<file path="src/bwau_defs.svh">
// Constants of the sixteen-bit binary arithmetic unit
`ifndef BWAU_DEFS_SVH
`define BWAU_DEFS_SVH

// ************************************************************
// Register bus
// ************************************************************
`define BWAU_AW          4
`define BWAU_DW          16
`define BWAU_OFS_AUG     4'h0
`define BWAU_OFS_ADD     4'h1
`define BWAU_OFS_CMD     4'h2
`define BWAU_OFS_PTR     4'h3
`define BWAU_OFS_RES_LO  4'h4
`define BWAU_OFS_RES_HI  4'h5
`define BWAU_OFS_STAT    4'h6
`define BWAU_OFS_IRQ_ST  4'h7
`define BWAU_OFS_IRQ_MSK 4'h8

// ************************************************************
// Values and layouts
// ************************************************************
`define BWAU_RST_WORD    16'h0000
`define BWAU_CMD_W       5
`define BWAU_STAT_W      5
`define BWAU_IRQ_W       4
`define BWAU_IRQ_DONE    0
`define BWAU_IRQ_ERR     1
`define BWAU_IRQ_OVF     2
`define BWAU_IRQ_UNF     3
`define BWAU_SMAX        18'sh07FFF
`define BWAU_SMIN        -18'sh08000
`define BWAU_AREA_LAST   16'h1999
`define BWAU_BCD_MAX     4'h9

`endif

</file>
<file path="src/bwau_pkg.sv">
// Types of the sixteen-bit binary arithmetic unit
package bwau_pkg;

   typedef enum logic [2:0] {
      BWAU_NOP_OP              = 3'h0,
      BWAU_BINARY_ADD_OP       = 3'h1,
      BWAU_BINARY_SUBTRACT_OP  = 3'h2,
      BWAU_BINARY_MULTIPLY_OP  = 3'h3,
      BWAU_SET_CARRY_OP        = 3'h4,
      BWAU_CLEAR_CARRY_OP      = 3'h5
   } bwau_op_t;

   // Command word: indirect pointer use, execution condition, operation
   typedef struct packed {
      logic     ind;
      logic     cond;
      bwau_op_t op;
   } bwau_cmd_t;

   // Special status word, fixed bit positions
   typedef struct packed {
      logic operand_error_flag;
      logic signed_underflow_flag;
      logic signed_overflow_flag;
      logic zero_flag;
      logic carry_flag;
   } bwau_stat_t;

endpackage : bwau_pkg

</file>
<file path="src/bwau_unit.sv">
// Sixteen-bit binary add, subtract and multiply datapath with register port
//
// Contract
// RULE_01: Condition false means the operation is skipped and nothing is written.
// RULE_02: Add sums augend, addend and carry; low sixteen bits go to result.
// RULE_03: Add sets carry when unsigned sum exceeds FFFF, else clears it.
// RULE_04: Subtract takes subtrahend and carry from minuend into the result word.
// RULE_05: Negative difference sets carry; result holds its two's complement.
// RULE_06: Subtract carry set exactly when minuend below subtrahend plus carry.
// RULE_07: Add and subtract flag signed overflow above 7FFF.
// RULE_08: Add and subtract flag signed underflow below 8000.
// RULE_09: Add, subtract and multiply set zero flag on a zero result.
// RULE_10: Bad indirect pointer, not decimal or past the area, raises operand error.
// RULE_11: Carry is input and output; separate set and clear operations exist.
// RULE_12: Program clears carry beforehand and consumes it before it changes.
// RULE_13: Signed values are sixteen-bit two's complement, sign in top bit.
// RULE_14: Overflow, underflow and carry live in fixed status bits.
// RULE_15: Multiply is unsigned; low word to first result, high word next.
// RULE_16: Unsigned multiply reports only the error and zero flags.
// RULE_17: Program keeps both multiply result words in one data area.
// RULE_18: Skipped or errored operations leave results and carry unchanged.
//
// Local design decisions: the address-and-strobe port and the address map.
`include "bwau_defs.svh"
`timescale 1ns/1ps
`default_nettype none

module bwau_unit
   import bwau_pkg::*;
(
   input  wire logic                  mclk,
   input  wire logic                  rst_b,
   input  wire logic [`BWAU_AW-1:0]   addr,
   input  wire logic [`BWAU_DW-1:0]   wdata,
   input  wire logic                  wr,
   input  wire logic                  rd,
   output var  logic [`BWAU_DW-1:0]   rdata_q,
   output var  logic                  irq_q
);

   // ************************************************************
   // Declarations
   // ************************************************************
   logic [`BWAU_DW-1:0]    augend_word_q;
   logic [`BWAU_DW-1:0]    addend_word_q;
   logic [`BWAU_DW-1:0]    ptr_q;
   logic [`BWAU_DW-1:0]    res_lo_q;
   logic [`BWAU_DW-1:0]    res_hi_q;
   bwau_stat_t             stat_q;
   logic [`BWAU_IRQ_W-1:0] ist_q;
   logic [`BWAU_IRQ_W-1:0] msk_q;
   logic [`BWAU_IRQ_W-1:0] ev_d;
   bwau_cmd_t              cmd_d;
   logic                   go_d;
   logic                   run_d;
   logic                   err_d;
   logic                   ok_d;
   logic [16:0]            add_sum_d;
   logic [16:0]            sub_dif_d;
   logic signed [17:0]     s_add_d;
   logic signed [17:0]     s_sub_d;
   logic [31:0]            prod_d;
   logic                   is_add_d;
   logic                   is_sub_d;
   logic                   is_mul_d;

   // ************************************************************
   // Functions
   // ************************************************************
   // Sign extension of a two's-complement word
   function automatic logic signed [17:0] sext(input logic [15:0] w);
      sext = $signed({{2{w[15]}}, w}); // see RULE_13
   endfunction : sext

   // Pointer must be decimal and inside the data area
   function automatic logic ptr_valid(input logic [15:0] p);
      logic ok;
      ok = 1'b1;
      for (int i = 0; i < 4; i++) begin
         if (p[i*4 +: 4] > `BWAU_BCD_MAX) begin
            ok = 1'b0;
         end
      end
      // Valid decimal orders like binary, so a plain compare works
      ptr_valid = ok && (p <= `BWAU_AREA_LAST); // see RULE_10
   endfunction : ptr_valid

   // ************************************************************
   // Datapath
   // ************************************************************
   always_comb begin
      go_d      = wr && (addr == `BWAU_OFS_CMD);
      cmd_d     = bwau_cmd_t'(wdata[`BWAU_CMD_W-1:0]);
      run_d     = go_d && cmd_d.cond; // see RULE_01
      ok_d      = ptr_valid(ptr_q);
      err_d     = run_d && cmd_d.ind && !ok_d; // see RULE_10
      is_add_d  = cmd_d.op == BWAU_BINARY_ADD_OP;
      is_sub_d  = cmd_d.op == BWAU_BINARY_SUBTRACT_OP;
      is_mul_d  = cmd_d.op == BWAU_BINARY_MULTIPLY_OP;
      // Carry enters as the low-order term
      add_sum_d = {1'b0, augend_word_q} + {1'b0, addend_word_q}
                  + {16'h0000, stat_q.carry_flag}; // see RULE_02
      // Borrow lands in bit 16, low bits are the two's complement
      sub_dif_d = {1'b0, augend_word_q} - {1'b0, addend_word_q}
                  - {16'h0000, stat_q.carry_flag}; // see RULE_04
      s_add_d   = sext(augend_word_q) + sext(addend_word_q)
                  + $signed({17'h00000, stat_q.carry_flag});
      s_sub_d   = sext(augend_word_q) - sext(addend_word_q)
                  - $signed({17'h00000, stat_q.carry_flag});
      prod_d    = augend_word_q * addend_word_q; // see RULE_15
   end

   // ************************************************************
   // Operand and pointer registers
   // ************************************************************
   always_ff @(posedge mclk or negedge rst_b) begin
      if (!rst_b) begin
         augend_word_q <= `BWAU_RST_WORD;
         addend_word_q <= `BWAU_RST_WORD;
         ptr_q         <= `BWAU_RST_WORD;
      end else if (wr) begin
         if (addr == `BWAU_OFS_AUG) begin
            augend_word_q <= wdata;
         end
         if (addr == `BWAU_OFS_ADD) begin
            addend_word_q <= wdata;
         end
         if (addr == `BWAU_OFS_PTR) begin
            ptr_q <= wdata;
         end
      end
   end

   // ************************************************************
   // Result words
   // ************************************************************
   always_ff @(posedge mclk or negedge rst_b) begin
      if (!rst_b) begin
         res_lo_q <= `BWAU_RST_WORD;
         res_hi_q <= `BWAU_RST_WORD;
      end else if (run_d && !err_d) begin // see RULE_18
         if (is_add_d) begin
            res_lo_q <= add_sum_d[15:0]; // see RULE_02
         end
         if (is_sub_d) begin
            res_lo_q <= sub_dif_d[15:0]; // see RULE_05
         end
         if (is_mul_d) begin
            res_lo_q <= prod_d[15:0]; // see RULE_15
            res_hi_q <= prod_d[31:16];
         end
      end
   end

   // ************************************************************
   // Status flags
   // ************************************************************
   always_ff @(posedge mclk or negedge rst_b) begin
      if (!rst_b) begin
         stat_q <= '0;
      end else if (run_d) begin
         stat_q.operand_error_flag <= err_d; // see RULE_10
         if (!err_d) begin
            unique case (cmd_d.op)
               BWAU_BINARY_ADD_OP: begin
                  stat_q.carry_flag            <= add_sum_d[16]; // see RULE_03
                  stat_q.zero_flag             <= add_sum_d[15:0] == 16'h0000; // see RULE_09
                  stat_q.signed_overflow_flag  <= s_add_d > `BWAU_SMAX; // see RULE_07
                  stat_q.signed_underflow_flag <= s_add_d < `BWAU_SMIN; // see RULE_08
               end
               BWAU_BINARY_SUBTRACT_OP: begin
                  stat_q.carry_flag            <= sub_dif_d[16]; // see RULE_06
                  stat_q.zero_flag             <= sub_dif_d[15:0] == 16'h0000; // see RULE_09
                  stat_q.signed_overflow_flag  <= s_sub_d > `BWAU_SMAX; // see RULE_07
                  stat_q.signed_underflow_flag <= s_sub_d < `BWAU_SMIN; // see RULE_08
               end
               BWAU_BINARY_MULTIPLY_OP: begin
                  // Only zero and error move here
                  stat_q.zero_flag <= prod_d == 32'h0000_0000; // see RULE_16
               end
               BWAU_SET_CARRY_OP: begin
                  stat_q.carry_flag <= 1'b1; // see RULE_11
               end
               BWAU_CLEAR_CARRY_OP: begin
                  stat_q.carry_flag <= 1'b0; // see RULE_11
               end
               default: begin
               end
            endcase
         end
      end
   end

   // ************************************************************
   // Interrupt status, mask and output
   // ************************************************************
   always_comb begin
      ev_d                 = '0;
      ev_d[`BWAU_IRQ_DONE] = run_d && !err_d;
      ev_d[`BWAU_IRQ_ERR]  = err_d;
      ev_d[`BWAU_IRQ_OVF]  = run_d && !err_d && ((is_add_d && s_add_d > `BWAU_SMAX)
                             || (is_sub_d && s_sub_d > `BWAU_SMAX));
      ev_d[`BWAU_IRQ_UNF]  = run_d && !err_d && ((is_add_d && s_add_d < `BWAU_SMIN)
                             || (is_sub_d && s_sub_d < `BWAU_SMIN));
   end

   // New events win over a write-one clear in the same cycle
   always_ff @(posedge mclk or negedge rst_b) begin
      if (!rst_b) begin
         ist_q <= '0;
      end else if (wr && addr == `BWAU_OFS_IRQ_ST) begin
         ist_q <= (ist_q & ~wdata[`BWAU_IRQ_W-1:0]) | ev_d;
      end else begin
         ist_q <= ist_q | ev_d;
      end
   end

   always_ff @(posedge mclk or negedge rst_b) begin
      if (!rst_b) begin
         msk_q <= '0;
      end else if (wr && addr == `BWAU_OFS_IRQ_MSK) begin
         msk_q <= wdata[`BWAU_IRQ_W-1:0];
      end
   end

   // One cycle behind the status, kept registered for a clean output
   always_ff @(posedge mclk or negedge rst_b) begin
      if (!rst_b) begin
         irq_q <= 1'b0;
      end else begin
         irq_q <= |(ist_q & msk_q);
      end
   end

   // ************************************************************
   // Read port
   // ************************************************************
   always_ff @(posedge mclk or negedge rst_b) begin
      if (!rst_b) begin
         rdata_q <= `BWAU_RST_WORD;
      end else if (rd) begin
         unique case (addr)
            `BWAU_OFS_AUG:     rdata_q <= augend_word_q;
            `BWAU_OFS_ADD:     rdata_q <= addend_word_q;
            `BWAU_OFS_PTR:     rdata_q <= ptr_q;
            `BWAU_OFS_RES_LO:  rdata_q <= res_lo_q;
            `BWAU_OFS_RES_HI:  rdata_q <= res_hi_q;
            `BWAU_OFS_STAT:    rdata_q <= {11'h000, stat_q}; // see RULE_14
            `BWAU_OFS_IRQ_ST:  rdata_q <= {12'h000, ist_q};
            `BWAU_OFS_IRQ_MSK: rdata_q <= {12'h000, msk_q};
            default:           rdata_q <= `BWAU_RST_WORD;
         endcase
      end else begin
         rdata_q <= `BWAU_RST_WORD;
      end
   end

   // ************************************************************
   // Assertions
   // ************************************************************
   property p_skip;
      @(posedge mclk) disable iff (!rst_b)
      go_d && !cmd_d.cond |=> $stable(res_lo_q) && $stable(res_hi_q) && $stable(stat_q);
   endproperty
   a_skip: assert property (p_skip) else $error("skipped op changed state"); // see RULE_01

   property p_add;
      @(posedge mclk) disable iff (!rst_b)
      run_d && !err_d && is_add_d |=>
         {stat_q.carry_flag, res_lo_q} ==
         $past({1'b0, augend_word_q}) + $past({1'b0, addend_word_q})
         + {16'h0000, $past(stat_q.carry_flag)};
   endproperty
   a_add: assert property (p_add) else $error("add result or carry wrong"); // see RULE_03

   property p_sub;
      @(posedge mclk) disable iff (!rst_b)
      run_d && !err_d && is_sub_d |=>
         stat_q.carry_flag == ($past({1'b0, augend_word_q}) <
         $past({1'b0, addend_word_q}) + {16'h0000, $past(stat_q.carry_flag)})
         && res_lo_q == 16'($past(augend_word_q) - $past(addend_word_q)
         - {15'h0000, $past(stat_q.carry_flag)});
   endproperty
   a_sub: assert property (p_sub) else $error("subtract borrow or result wrong"); // see RULE_06

   property p_ovf;
      @(posedge mclk) disable iff (!rst_b)
      run_d && !err_d && is_add_d ##1 1'b1 |->
         stat_q.signed_overflow_flag == ($past(s_add_d) > `BWAU_SMAX)
         && stat_q.signed_underflow_flag == ($past(s_add_d) < `BWAU_SMIN);
   endproperty
   a_ovf: assert property (p_ovf) else $error("signed range flags wrong"); // see RULE_07

   property p_mul;
      @(posedge mclk) disable iff (!rst_b)
      run_d && !err_d && is_mul_d |=>
         {res_hi_q, res_lo_q} == $past(augend_word_q) * $past(addend_word_q)
         && stat_q.zero_flag == ({res_hi_q, res_lo_q} == 32'h0000_0000)
         && $stable(stat_q.carry_flag) && $stable(stat_q.signed_overflow_flag);
   endproperty
   a_mul: assert property (p_mul) else $error("multiply result or flags wrong"); // see RULE_16

   property p_zero;
      @(posedge mclk) disable iff (!rst_b)
      run_d && !err_d && (is_add_d || is_sub_d) |=>
         stat_q.zero_flag == (res_lo_q == 16'h0000);
   endproperty
   a_zero: assert property (p_zero) else $error("zero flag wrong"); // see RULE_09

   property p_err;
      @(posedge mclk) disable iff (!rst_b)
      run_d && cmd_d.ind && !ptr_valid(ptr_q) |=>
         stat_q.operand_error_flag && $stable(res_lo_q) && $stable(stat_q.carry_flag)
         && ist_q[`BWAU_IRQ_ERR];
   endproperty
   a_err: assert property (p_err) else $error("operand error not handled"); // see RULE_18

   property p_carry_ops;
      @(posedge mclk) disable iff (!rst_b)
      run_d && !err_d && (cmd_d.op == BWAU_SET_CARRY_OP || cmd_d.op == BWAU_CLEAR_CARRY_OP)
         |=> stat_q.carry_flag == ($past(cmd_d.op) == BWAU_SET_CARRY_OP)
         && $stable(res_lo_q);
   endproperty
   a_carry_ops: assert property (p_carry_ops) else $error("carry set or clear wrong"); // see RULE_11

   property p_irq;
      @(posedge mclk) disable iff (!rst_b)
      ##1 1'b1 |-> irq_q == $past(|(ist_q & msk_q));
   endproperty
   a_irq: assert property (p_irq) else $error("interrupt output mismatch");

   property p_rd_once;
      @(posedge mclk) disable iff (!rst_b)
      !rd |=> rdata_q == 16'h0000;
   endproperty
   a_rd_once: assert property (p_rd_once) else $error("read data outside its cycle");

   property p_sub_rng;
      @(posedge mclk) disable iff (!rst_b)
      run_d && !err_d && is_sub_d |=>
         stat_q.signed_overflow_flag == ($past(s_sub_d) > `BWAU_SMAX)
         && stat_q.signed_underflow_flag == ($past(s_sub_d) < `BWAU_SMIN);
   endproperty
   a_sub_rng: assert property (p_sub_rng) else $error("subtract range flags wrong"); // see RULE_08

   // Two non-negative words can never fall below the signed range
   property p_pos_sum;
      @(posedge mclk) disable iff (!rst_b)
      run_d && !err_d && is_add_d && !augend_word_q[15] && !addend_word_q[15]
         |=> !stat_q.signed_underflow_flag;
   endproperty
   a_pos_sum: assert property (p_pos_sum) else $error("underflow from positive sum"); // see RULE_13

   property p_hi_keep;
      @(posedge mclk) disable iff (!rst_b)
      run_d && (is_add_d || is_sub_d) |=> $stable(res_hi_q);
   endproperty
   a_hi_keep: assert property (p_hi_keep) else $error("add or subtract touched high word"); // see RULE_04

   property p_no_err;
      @(posedge mclk) disable iff (!rst_b)
      run_d && !cmd_d.ind |=> !stat_q.operand_error_flag;
   endproperty
   a_no_err: assert property (p_no_err) else $error("error flag without indirect operand"); // see RULE_10

   property p_ist_sticky;
      @(posedge mclk) disable iff (!rst_b)
      !(wr && addr == `BWAU_OFS_IRQ_ST) |=> (ist_q & $past(ist_q)) == $past(ist_q);
   endproperty
   a_ist_sticky: assert property (p_ist_sticky) else $error("interrupt status bit lost");

   // A written one clears its bit unless an event lands in the same cycle
   property p_ist_clr;
      @(posedge mclk) disable iff (!rst_b)
      wr && addr == `BWAU_OFS_IRQ_ST |=>
         (ist_q & $past(wdata[`BWAU_IRQ_W-1:0])) == ($past(ev_d) & $past(wdata[`BWAU_IRQ_W-1:0]));
   endproperty
   a_ist_clr: assert property (p_ist_clr) else $error("interrupt status clear wrong");

   c_add_carry: cover property (@(posedge mclk) disable iff (!rst_b)
      run_d && is_add_d && add_sum_d[16]);
   c_sub_neg: cover property (@(posedge mclk) disable iff (!rst_b)
      run_d && is_sub_d && sub_dif_d[16] && s_sub_d > `BWAU_SMAX);
   c_mul_hi: cover property (@(posedge mclk) disable iff (!rst_b)
      run_d && is_mul_d && prod_d[31:16] != 16'h0000);
   c_err: cover property (@(posedge mclk) disable iff (!rst_b) err_d);

endmodule : bwau_unit

`default_nettype wire

</file>
<file path="config.mk">
export PLATFORM = sky130hd
export DESIGN_NAME = bwau_unit
export DESIGN_NICKNAME = d
export VERILOG_FILES = /design/src/bwau_pkg.sv /design/src/bwau_unit.sv
export VERILOG_INCLUDE_DIRS = /design/src
export SDC_FILE = /design/constraint.sdc
export NUM_CORES = 1
export LEC_CHECK = 0
export ABC_AREA = 1
export BUFFER_PORTS_ARGS = -buffer_cell sky130_fd_sc_hd__buf_2
export CORE_MARGIN = 3
export CORE_UTILIZATION = 52
export CTS_BUF_LIST = sky130_fd_sc_hd__clkbuf_16
export DETAILED_ROUTE_END_ITERATION = 12
export GPL_ROUTABILITY_DRIVEN = 0
export PLACE_DENSITY_LB_ADDON = 0.05
export SLEW_MARGIN = 20
export SYNTH_ARGS = -nofsm -noshare
export SYNTH_HDL_FRONTEND = slang
export SYNTH_SLANG_ARGS = --single-unit
</file>
<file path="constraint.sdc">
create_clock -name mclk -period 6.67 [get_ports mclk]
set_clock_uncertainty 0.1 [all_clocks]
set_input_delay 1.0005 -clock mclk [delete_from_list [all_inputs] [get_ports mclk]]
set_output_delay 1.0005 -clock mclk [all_outputs]
set_load 0.02 [all_outputs]
</file>
==> results of run 1 <==
-- worst register-to-register path: stages (launching register included) --
cell,delay (ns)
sky130_fd_sc_hd__dfrtp_1,0.62
sky130_fd_sc_hd__buf_4,0.31
sky130_fd_sc_hd__ha_1,0.30
sky130_fd_sc_hd__fa_1,0.53
sky130_fd_sc_hd__inv_1,0.05
sky130_fd_sc_hd__fa_1,0.47
sky130_fd_sc_hd__inv_1,0.05
sky130_fd_sc_hd__fa_1,0.52
sky130_fd_sc_hd__fa_1,0.52
sky130_fd_sc_hd__fa_1,0.50
sky130_fd_sc_hd__ha_1,0.32
sky130_fd_sc_hd__ha_1,0.40
sky130_fd_sc_hd__nand2_1,0.12
sky130_fd_sc_hd__inv_1,0.10
sky130_fd_sc_hd__nand2_1,0.12
sky130_fd_sc_hd__nor2_1,0.24
sky130_fd_sc_hd__nand4_1,0.25
sky130_fd_sc_hd__nand4_1,0.17
sky130_fd_sc_hd__nand2_1,0.11
sky130_fd_sc_hd__nor2_1,0.10
sky130_fd_sc_hd__nand2_1,0.05
sky130_fd_sc_hd__nor2_1,0.09
sky130_fd_sc_hd__nand4_1,0.10
sky130_fd_sc_hd__nand3_1,0.08
sky130_fd_sc_hd__nand2_1,0.05
sky130_fd_sc_hd__inv_1,0.05
-- sequential cells by signal, indices dropped and copies added, names as in the netlist --
name / count
addend_word_q: 16
rdata_q: 16
augend_word_q: 16
stat_q: 5
res_lo_q: 16
ptr_q: 16
msk_q: 4
irq_q: 1
ist_q: 4
res_hi_q: 16
-- layout make-up --
type | count | area [um2] | area share
Clock buffer | 9 | 225 | 0.0127
Sequential cell | 110 | 2770 | 0.156
Clock inverter | 7 | 75.1 | 0.00422
Inverter | 589 | 2210 | 0.124
Tap cell | 402 | 503 | 0.0283
Timing Repair Buffer | 87 | 581 | 0.0326
Multi-Input combinational cell | 1574 | 11400 | 0.642
-- what timing repair did --
item	in CTS	in global routing
gates resized for setup	0	16
setup endpoints to repair	0	4
setup buffers	0	0
-- cell usage in the layout (no fill, tap or decap), drive strengths merged --
cell / count
nand2: 685
clkinv: 4
dfrtp: 110
o2111ai: 6
o221ai: 2
ha: 153
a21oi: 66
a2111oi: 2
clkbuf: 9
a21boi: 1
xnor2: 10
o21ai: 105
a211oi: 4
nor3: 14
a21o: 3
buf: 87
o2111a: 2
xor2: 16
a221oi: 10
nor2: 136
o21bai: 6
a32o: 2
or2: 3
and2: 1
o31ai: 1
inv: 592
fa: 198
nand2b: 1
o22ai: 15
nand3b: 10
nor4: 1
o211ai: 4
nand3: 81
a31oi: 11
nand4: 23
a22oi: 2
-- worst max path at each step --
| stage | cells after the start | endpoint | from |
|---|---|---|---|
| floorplan | 27 | stat_q[1] | augend_word_q[1] |
| global placement | 25 | stat_q[1] | augend_word_q[9] |
| detailed placement | 25 | stat_q[1] | augend_word_q[9] |
| global route | 27 | stat_q[1] | addend_word_q[3] |
| finish | 25 | stat_q[1] | addend_word_q[11] |
| CTS | 25 | stat_q[1] | augend_word_q[9] |
-- logic make-up (layout without fill, tap and decap cells) --
group	count (synthesis)	after routing	synth area share
AOI/OAI and AO/OA	242	242	0.0846
xor gates and xnor gates	26	26	0.0141
adders and majority gates	351	351	0.351
buffers and inverters	677	692	0.153
DFF	110	110	0.165
and+or+nand+nor	955	955	0.232
-- power groups by stage --
stage / Sequential (W) / Combinational (W) / Clock [W]
2_1_floorplan: 0.000855 / 0.00556 / 0
4_1_cts: 0.00101 / 0.00765 / 0.000582
3_5_place_dp: 0.00102 / 0.00757 / 0
6_report: 0.00102 / 0.00773 / 0.000578
3_3_place_gp: 0.00102 / 0.00755 / 0
5_1_grt: 0.00103 / 0.00884 / 0.000606
-- metal layers --
metal	share of wire	track usage	up-vias
li1	-	-	7092
met1	0.44	0.457	7312
met2	0.43	0.483	611
met3	0.085	0.0603	94
met4	0.037	0.101	0
met5	0	0	-
-- through the flow --
step | worst slack (ns) | hold slack, ns | power [W] | cell area, um2
floorplan | 0.678 | 0.342 | 0.00642 | 16700
global route | 0.00365 | 0.410 | 0.0105 | 17800
detailed placement | 0.0617 | 0.368 | 0.00859 | 17500
finish | 0.307 | 0.383 | 0.00933 | 17800
global placement | 0.0188 | 0.362 | 0.00857 | 17500
CTS | 0.0334 | 0.385 | 0.00924 | 17800
==> results.py, run 1 <==
metrics = {
    "grt": {
        "grt.overflow.total": 0,
        "grt_first_pass_wirelength_um": 83100,
        "grt_antenna_before_repair": 0,
        "grt_pass1_vias": 14681,
        "globalRouteTotalUtil": 0.316,
        "grt_max_degree": 63,
    },
    "layout": {
        "diodes": 0,
        "layout-area-overhead-vs-synth_pct": 6.30,
        "finish.net_count": 2746,
        "stdcell_count": 2778,
        "share_of_layout_cells_above_drive_strength_1": 0.0648,
        "layout_filler_cell_count": 3093,
        "final_core_util": 0.562,
    },
    "clock_tree": {
        "clock-sinks": 110,
        "tritoncts": "built",
        "ctsHtreeMaxLevel": 3,
        "holdBufCountCts": 0,
        "clk-insertion-delay-late_ns": 0.37,
        "cts.path.max_buffers": 2,
        "clock-root-buffer": "sky130_fd_sc_hd__clkbuf_16",
        "number_of_buffers_created_by_cts": 9,
        "cts.reportedPaths.clkPinSlew_ns": 0.08,
    },
    "setup_path": {
        "end_kind": "flop",
        "path_max_fanout": 9,
        "critPathRequiredTime_ns": 6.88,
        "kind_of_cell_adding_the_most_delay_to_the_critical_path": "adder cells",
        "critPathArrivalTime_ns": 6.58,
        "timing_worst_setup_path_type": "flop to flop",
        "worst_setup_path_start_kind": "flop",
        "critical-path-max-stage-delay_ns": 0.62,
        "timing.rr.start": "addend_word_q[11]",
        "timing.critical_path.buf_inv": 5,
        "worst_path_max_delay_cell": "sky130_fd_sc_hd__dfrtp_1",
        "worst-r2r-cell-count": 25,
        "timing.reg2reg.setup_slack_ns": 0.31,
        "end_of_the_worst_register_to_register_path": "stat_q[1]",
    },
    "pwr": {
        "p_switching_w": 0.00561,
        "leak_pwr_nw": 10.4,
        "powerDensity_nw_per_um2": 525,
        "power.share.sequential": 0.109,
        "peakVddDrop_v": 0.000367,
        "power.switching_fraction": 0.601,
        "p_int_w": 0.00372,
        "clock_power_share": 0.062,
        "comb_power_share": 0.829,
    },
    "routing": {
        "via_density": 5.44,
        "antenna_left": 0,
        "dr.pass1.iters": 6,
        "routedWlPerCell_um": 18.9,
        "final_routed_wirelength_um": 52600,
        "drt_iter0_markers": 1368,
        "route.vias.total": 15109,
        "drc_errors": 0,
    },
    "floorplan": {
        "core_region_area_um2": 31600,
        "top_level_ports": 41,
        "dieHeight_um": 185,
        "dieArea_um2": 34400,
        "floorplan.initialDensity": 0.529,
        "die_w_um": 185,
        "floorplan.rows": 65,
    },
    "logic_synthesis": {
        "ys_ff_latch": 110,
        "synth.top_cell.area_share": 0.237,
        "yosysUniqueCellTypes": 51,
        "yosysWarningCount": 0,
        "ys_top_cells_by_count": "sky130_fd_sc_hd__nand2_1 (678), sky130_fd_sc_hd__inv_1 (578), sky130_fd_sc_hd__fa_1 (198)",
        "mappedNetlistArea_um2": 16700,
        "number_of_enable_type_register_cells_in_the_synthesized_netlist": 0,
        "mappedNetlistNets": 2736,
        "synth.top_cells.by_area": "sky130_fd_sc_hd__fa_1 (24%), sky130_fd_sc_hd__dfrtp_1 (16%), sky130_fd_sc_hd__nand2_1 (15%), sky130_fd_sc_hd__inv_1 (13%), sky130_fd_sc_hd__ha_1 (11%)",
        "seq_area_frac_synth": 0.165,
        "postSynthAreaPerCell_um2": 7.09,
        "netlist_instances": 2361,
        "synthDominantAreaCellType": "sky130_fd_sc_hd__fa_1",
        "synth_async_sr_flop_share": 1.00,
        "yosys_most_used_dff": "sky130_fd_sc_hd__dfrtp_1",
        "synth_most_common_cell": "sky130_fd_sc_hd__nand2_1",
    },
    "sta": {
        "fin_max_slew_vios": 0,
        "period_needed_ns": 6.36,
        "final-setup-viol-count": 0,
        "slew_headroom": 0.365,
        "setup_total_negative_slack_ns": 0,
        "final-hold-violation-count": 0,
        "rsz0062_at_grt": "no",
        "timing_worst_slew_pin_value_ns": 0.950,
        "finalCritPeriodShare": 0.954,
        "max_clock_freq_mhz": 157,
    },
    "status": {
        "status": "complete, no violations",
    },
    "place": {
        "detail_placement_hpwl_um": 43100,
        "buffer_ports.inserted": 40,
        "numPlacedInstances": 2762,
    },
    "job": {
        "maxCapViolations": 0,
    },
    "worst_hold_path": {
        "timing.hold.worst.class": "flop to flop",
        "hp-start": "res_hi_q[6]",
        "hold_path_end": "res_hi_q[6]",
        "hold-path-cell-count": 2,
    },
}
Power figures use the tool's default switching activity.
==> inputs of run 2 (changes only) <==
- RECOVER_POWER: default -> 25
==> run 2 against run 1 <==
  * The flow now finishes with violations (max-capacitance violations, max-slew violations)
  * Count of clock-buffer cells in the layout unchanged
  * Die area did not move
  * Combinational power barely moved
  * Wire length grew 0.44%
  * Global-route usage is the same
  * Via count up 0.19%
  * Non-clock buffer count unchanged
  * Sequential share of layout area about the same
  * Final area about the same
  * Highest routed layer unchanged
==> results.py, run 2 (synthesis results as in run 1) <==
metrics = {
    "routing": {
        "drt_iter0_markers": 1370,
        "dr.pass1.iters": 7,
        "antenna_left": 0,
        "via_density": 5.45,
        "final_routed_wirelength_um": 52800,
        "drc_errors": 0,
        "routedWlPerCell_um": 19.0,
        "route.vias.total": 15137,
    },
    "floorplan": {
        "die_w_um": 185,
        "floorplan.rows": 65,
        "top_level_ports": 41,
        "dieArea_um2": 34400,
        "core_region_area_um2": 31600,
        "dieHeight_um": 185,
        "floorplan.initialDensity": 0.529,
    },
    "clock_tree": {
        "number_of_buffers_created_by_cts": 9,
        "postCtsSetupBuffers": 0,
        "clk-insertion-delay-late_ns": 0.37,
        "clock-sinks": 110,
        "cts.reportedPaths.clkPinSlew_ns": 0.09,
        "tritoncts": "built",
        "clock-root-buffer": "sky130_fd_sc_hd__clkbuf_16",
        "holdBufCountCts": 0,
        "ctsHtreeMaxLevel": 3,
        "cts.path.max_buffers": 2,
    },
    "place": {
        "detail_placement_hpwl_um": 43100,
        "buffer_ports.inserted": 40,
        "dpl_cell_area_um2": 17500,
    },
    "grt": {
        "grt_util_met2": 0.483,
        "grt_most_used_layer": "met2",
        "globalRouteTotalUtil": 0.316,
        "grt_antenna_before_repair": 0,
        "grt_first_pass_wirelength_um": 83100,
        "grt.overflow.total": 0,
        "globalRouteMet1Util": 0.457,
        "use_met3": 0.0603,
        "grt_pass1_vias": 14681,
        "grt_max_degree": 63,
    },
    "setup_path": {
        "timing.rr.start": "addend_word_q[11]",
        "critPathLaunch": "addend_word_q[11]",
        "critPathArrivalTime_ns": 6.60,
        "path_max_fanout": 9,
        "timing_worst_setup_path_type": "flop to flop",
        "end_kind": "flop",
        "worst_setup_path_start_kind": "flop",
        "critPathRequiredTime_ns": 6.88,
    },
    "layout": {
        "layout.cell_area.non_filler_um2": 17800,
        "layout.cells.most_common_list": "sky130_fd_sc_hd__nand2_1 (678), sky130_fd_sc_hd__inv_1 (578), sky130_fd_sc_hd__fa_1 (198), sky130_fd_sc_hd__ha_1 (153), sky130_fd_sc_hd__nor2_1 (127)",
        "final_common_cell": "sky130_fd_sc_hd__nand2_1",
        "diodes": 0,
        "share_of_layout_cells_above_drive_strength_1": 0.0614,
        "final_core_util": 0.562,
        "finish.net_count": 2746,
        "layout-area-overhead-vs-synth_pct": 6.19,
    },
    "pwr": {
        "design_power_total_w": 0.00933,
        "leak_pwr_nw": 10.4,
        "peakVddDrop_v": 0.000367,
        "powerDensity_nw_per_um2": 525,
    },
    "sta": {
        "fin_max_slew_vios": 50,
        "final-setup-viol-count": 0,
        "max_clock_freq_mhz": 157,
        "slew_headroom": -0.986,
        "final-hold-violation-count": 0,
        "period_needed_ns": 6.38,
        "rsz0062_at_grt": "no",
        "finalCritPeriodShare": 0.957,
        "setup_total_negative_slack_ns": 0,
        "timing_worst_slew_pin_value_ns": 2.98,
    },
    "status": {
        "failed_checks": "max-capacitance violations, max-slew violations",
        "status": "complete, but fails checks",
    },
    "worst_hold_path": {
        "timing.hold.worst.class": "flop to flop",
        "hp-start": "ptr_q[0]",
    },
    "job": {
        "maxCapViolations": 1,
    },
}
==> run 2: repair_timing <==
action | 4_1_cts | 5_1_grt
resized for setup | 0 | 16
setup endpoints to repair | 0 | 4
hold endpoints to repair | 0 | 0
==> run 2: metrics by stage <==
| step | std cells | setup WS, ns | hold WS (ns) |
|---|---|---|---|
| global placement | 2762 | 0.0188 | 0.362 |
| global route | 2778 | 0.00365 | 0.410 |
| CTS | 2778 | 0.0334 | 0.385 |
| floorplan | 2361 | 0.678 | 0.342 |
| finish | 2778 | 0.288 | 0.390 |
| detailed placement | 2762 | 0.0617 | 0.368 |
==> run 2: final cells by class <==
| cell class | instances | area [um2] |
|---|---|---|
| clock buffer | 9 | 225 |
| timing repair buffer | 87 | 569 |
| clock inverter | 7 | 75.1 |
| tap | 402 | 503 |
| inverter | 589 | 2210 |
| sequential | 110 | 2770 |
| fill | 3098 | 13900 |
| multi-input combinational | 1574 | 11400 |
==> run 2: power by group <==
part	switching [W]	internal [W]
clock network	0.000310	0.000269
registers	0.000237	0.000781
logic	0.00507	0.00267
total	0.00561	0.00372
==> run 2: critical path: stages (launching register included) <==
cell,delay [ns]
sky130_fd_sc_hd__dfrtp_1,0.62
sky130_fd_sc_hd__buf_4,0.30
sky130_fd_sc_hd__ha_1,0.29
sky130_fd_sc_hd__fa_1,0.53
sky130_fd_sc_hd__inv_1,0.05
sky130_fd_sc_hd__fa_1,0.47
sky130_fd_sc_hd__inv_1,0.05
sky130_fd_sc_hd__fa_1,0.52
sky130_fd_sc_hd__fa_1,0.52
sky130_fd_sc_hd__fa_1,0.50
sky130_fd_sc_hd__ha_1,0.32
sky130_fd_sc_hd__ha_1,0.40
sky130_fd_sc_hd__nand2_1,0.12
sky130_fd_sc_hd__inv_1,0.10
sky130_fd_sc_hd__nand2_1,0.13
sky130_fd_sc_hd__nor2_1,0.25
sky130_fd_sc_hd__nand4_1,0.25
sky130_fd_sc_hd__nand4_1,0.17
sky130_fd_sc_hd__nand2_1,0.11
sky130_fd_sc_hd__nor2_1,0.10
sky130_fd_sc_hd__nand2_1,0.05
sky130_fd_sc_hd__nor2_1,0.09
sky130_fd_sc_hd__nand4_1,0.10
sky130_fd_sc_hd__nand3_1,0.08
sky130_fd_sc_hd__nand2_1,0.05
sky130_fd_sc_hd__inv_1,0.05
==> run 2: worst paths after layout <==
check	end	slack [ns]	cells after the start
max	stat_q[1]	0.29	25
min	ptr_q[0]	0.39	2
max reg2reg	stat_q[1]	0.29	25
min reg2reg	ptr_q[0]	0.39	2
max in group asynchronous	augend_word_q[11]	2.88	2
min in group asynchronous	addend_word_q[1]	1.48	1
==> run 2: per-layer routing <==
layer	part of all wire	wire length, um
met5	0	0
met4	0.037	1940
met3	0.080	4230
met2	0.43	22900
met1	0.45	23700
==> inputs of run 3 (changes only) <==
- CELL_PAD_IN_SITES_DETAIL_PLACEMENT: default -> 0
- CELL_PAD_IN_SITES_GLOBAL_PLACEMENT: default -> 1
- CORE_UTILIZATION: 52 -> 48
==> run 3 against run 2 <==
  * The run still ends with max-capacitance violations, max-slew violations left
  * Count of clock-buffer cells in the layout unchanged
  * Worst hold slack better by 0.0046 ns
  * Clock power down 6.2%
  * Setup slack gained 0.037 ns
  * Flip-flop and latch count stayed put
  * Critical path depth did not move
  * Sequential share of layout area fell by 0.057 points
  * Sequential power is essentially flat
  * Register-to-register slack improved by 0.04 ns
  * Via count down 0.34%
  * Total power rose by 4.2%
  * Die area is 8.1% higher
==> results.py, run 3 (synthesis results as in run 1) <==
metrics = {
    "grt": {
        "grt_first_pass_wirelength_um": 88200,
        "grt.overflow.total": 0,
        "grt_most_used_layer": "met2",
        "globalRouteTotalUtil": 0.319,
        "grt_util_met2": 0.478,
        "grt_max_degree": 59,
        "globalRouteMet1Util": 0.461,
        "use_met3": 0.0581,
        "grt_antenna_before_repair": 1,
        "grt_pass1_vias": 15007,
    },
    "floorplan": {
        "floorplan.rows": 67,
        "dieArea_um2": 37100,
        "floorplan.initialDensity": 0.493,
        "dieHeight_um": 193,
        "top_level_ports": 41,
        "core_region_area_um2": 34000,
        "die_w_um": 193,
    },
    "sta": {
        "max_clock_freq_mhz": 158,
        "final-hold-violation-count": 0,
        "fin_max_slew_vios": 59,
        "rsz0062_at_grt": "no",
        "period_needed_ns": 6.34,
        "timing_worst_slew_pin_value_ns": 3.31,
        "slew_headroom": -1.21,
        "final-setup-viol-count": 0,
        "finalWorstSetupSlack_ns": 0.325,
        "setup_total_negative_slack_ns": 0,
        "finalCritPeriodShare": 0.951,
    },
    "worst_hold_path": {
        "timing.hold.worst.class": "flop to flop",
    },
    "routing": {
        "route.vias.total": 15086,
        "via_density": 5.33,
        "drt_iter0_markers": 1413,
        "dr.pass1.iters": 6,
        "final_routed_wirelength_um": 57000,
        "drc_errors": 0,
        "antenna_left": 0,
        "routedWlPerCell_um": 20.1,
    },
    "place": {
        "dpl_worst_slack_ns": 0.252,
        "dpl_cell_area_um2": 17600,
        "detail_placement_hpwl_um": 47100,
        "buffer_ports.inserted": 40,
    },
    "setup_path": {
        "timing_worst_setup_path_type": "flop to flop",
        "end_kind": "flop",
        "worst_setup_path_start_kind": "flop",
        "worst_path_max_delay_cell": "sky130_fd_sc_hd__dfrtp_1",
        "critPathRequiredTime_ns": 6.89,
        "critPathArrivalTime_ns": 6.57,
        "timing.critical_path.buf_inv": 5,
        "path_max_fanout": 11,
        "critical-path-max-stage-delay_ns": 0.68,
        "kind_of_cell_adding_the_most_delay_to_the_critical_path": "adder cells",
    },
    "layout": {
        "share_of_layout_cells_above_drive_strength_1": 0.0688,
        "finish.net_count": 2755,
        "layout-area-overhead-vs-synth_pct": 6.82,
        "diodes": 0,
        "layout.cell_area.non_filler_um2": 17900,
        "layout.cells.most_common_list": "sky130_fd_sc_hd__nand2_1 (678), sky130_fd_sc_hd__inv_1 (579), sky130_fd_sc_hd__fa_1 (198), sky130_fd_sc_hd__ha_1 (153), sky130_fd_sc_hd__nor2_1 (129)",
        "layout_filler_cell_count": 3445,
        "final_common_cell": "sky130_fd_sc_hd__nand2_1",
    },
    "clock_tree": {
        "postCtsSetupBuffers": 0,
        "ctsHtreeMaxLevel": 3,
        "cts.reportedPaths.clkPinSlew_ns": 0.08,
        "number_of_buffers_created_by_cts": 9,
        "tritoncts": "built",
        "clk-insertion-delay-late_ns": 0.37,
        "cts.path.max_buffers": 2,
        "clock-sinks": 110,
        "clock-root-buffer": "sky130_fd_sc_hd__clkbuf_16",
    },
    "pwr": {
        "powerDensity_nw_per_um2": 544,
        "design_power_total_w": 0.00972,
        "p_int_w": 0.00377,
        "p_switching_w": 0.00595,
        "power.share.sequential": 0.106,
        "comb_power_share": 0.839,
        "clock_power_share": 0.056,
        "power.switching_fraction": 0.612,
        "peakVddDrop_v": 0.000366,
        "leak_pwr_nw": 10.4,
    },
    "job": {
        "maxCapViolations": 1,
    },
    "status": {
        "status": "complete, but fails checks",
        "failed_checks": "max-capacitance violations, max-slew violations",
    },
}
run 3: power groups by stage:
stage               clock network, W  registers [W]  logic [W]
global route                0.000580        0.00104    0.00923
global placement                   0        0.00102    0.00801
floorplan                          0       0.000855    0.00556
finish                      0.000543        0.00103    0.00815
detailed placement                 0        0.00103    0.00800
CTS                         0.000560        0.00101    0.00809
run 3: timing repair:
item	CTS	global route
hold buffers	0	0
gates resized for setup	0	22
setup endpoints to repair	0	2
run 3: worst paths after layout:
check / startpoint / end / slack, ns / cells after the start
hold / removal: ptr_q[4] / ptr_q[4] / 0.39 / 2
setup / recovery: addend_word_q[13] / stat_q[1] / 0.33 / 25
min in group asynchronous: rst_b / addend_word_q[12] / 1.62 / 1
hold reg to reg: ptr_q[4] / ptr_q[4] / 0.39 / 2
max in group asynchronous: rst_b / augend_word_q[5] / 2.73 / 1
setup reg to reg: addend_word_q[13] / stat_q[1] / 0.33 / 25
run 3: area by class of cell:
cell class              instances  area, um2  area share
flip-flops and latches        110       2780       0.155
repair buffers                 96        622      0.0348
clock buffers                   9        225      0.0126
inverters                     589       2210       0.124
clock inverters                 7       58.8     0.00329
well taps                     448        561      0.0314
multi-input cells            1574      11400       0.639
run 3: through the flow:
stage	hold slack (ns)	utilization	cells
global placement	0.369	0.517	2817
global route	0.418	0.526	2833
detailed placement	0.372	0.517	2817
CTS	0.395	0.526	2833
finish	0.395	0.526	2833
floorplan	0.342	-	2361
run 3: routing by layer:
layer,vias up,share of wire
met3,105,0.080
met1,7290,0.45
li1,7096,-
met2,595,0.43
met4,0,0.040
met5,-,0
run 3: worst register-to-register path: stages, from the launching register on:
cell	delay [ns]
sky130_fd_sc_hd__dfrtp_1	0.68
sky130_fd_sc_hd__nand2_1	0.14
sky130_fd_sc_hd__fa_1	0.49
sky130_fd_sc_hd__fa_1	0.55
sky130_fd_sc_hd__inv_1	0.06
sky130_fd_sc_hd__fa_1	0.52
sky130_fd_sc_hd__fa_1	0.56
sky130_fd_sc_hd__fa_1	0.58
sky130_fd_sc_hd__inv_1	0.06
sky130_fd_sc_hd__fa_1	0.53
sky130_fd_sc_hd__inv_1	0.04
sky130_fd_sc_hd__ha_1	0.40
sky130_fd_sc_hd__nand2_1	0.11
sky130_fd_sc_hd__inv_1	0.09
sky130_fd_sc_hd__nand2_1	0.09
sky130_fd_sc_hd__nor2_1	0.27
sky130_fd_sc_hd__nand4_1	0.24
sky130_fd_sc_hd__nand4_1	0.16
sky130_fd_sc_hd__nand2_1	0.12
sky130_fd_sc_hd__nor2_1	0.10
sky130_fd_sc_hd__nand2_1	0.05
sky130_fd_sc_hd__nor2_1	0.08
sky130_fd_sc_hd__nand4_1	0.10
sky130_fd_sc_hd__nand3_1	0.08
sky130_fd_sc_hd__nand2_1	0.05
sky130_fd_sc_hd__inv_1	0.05
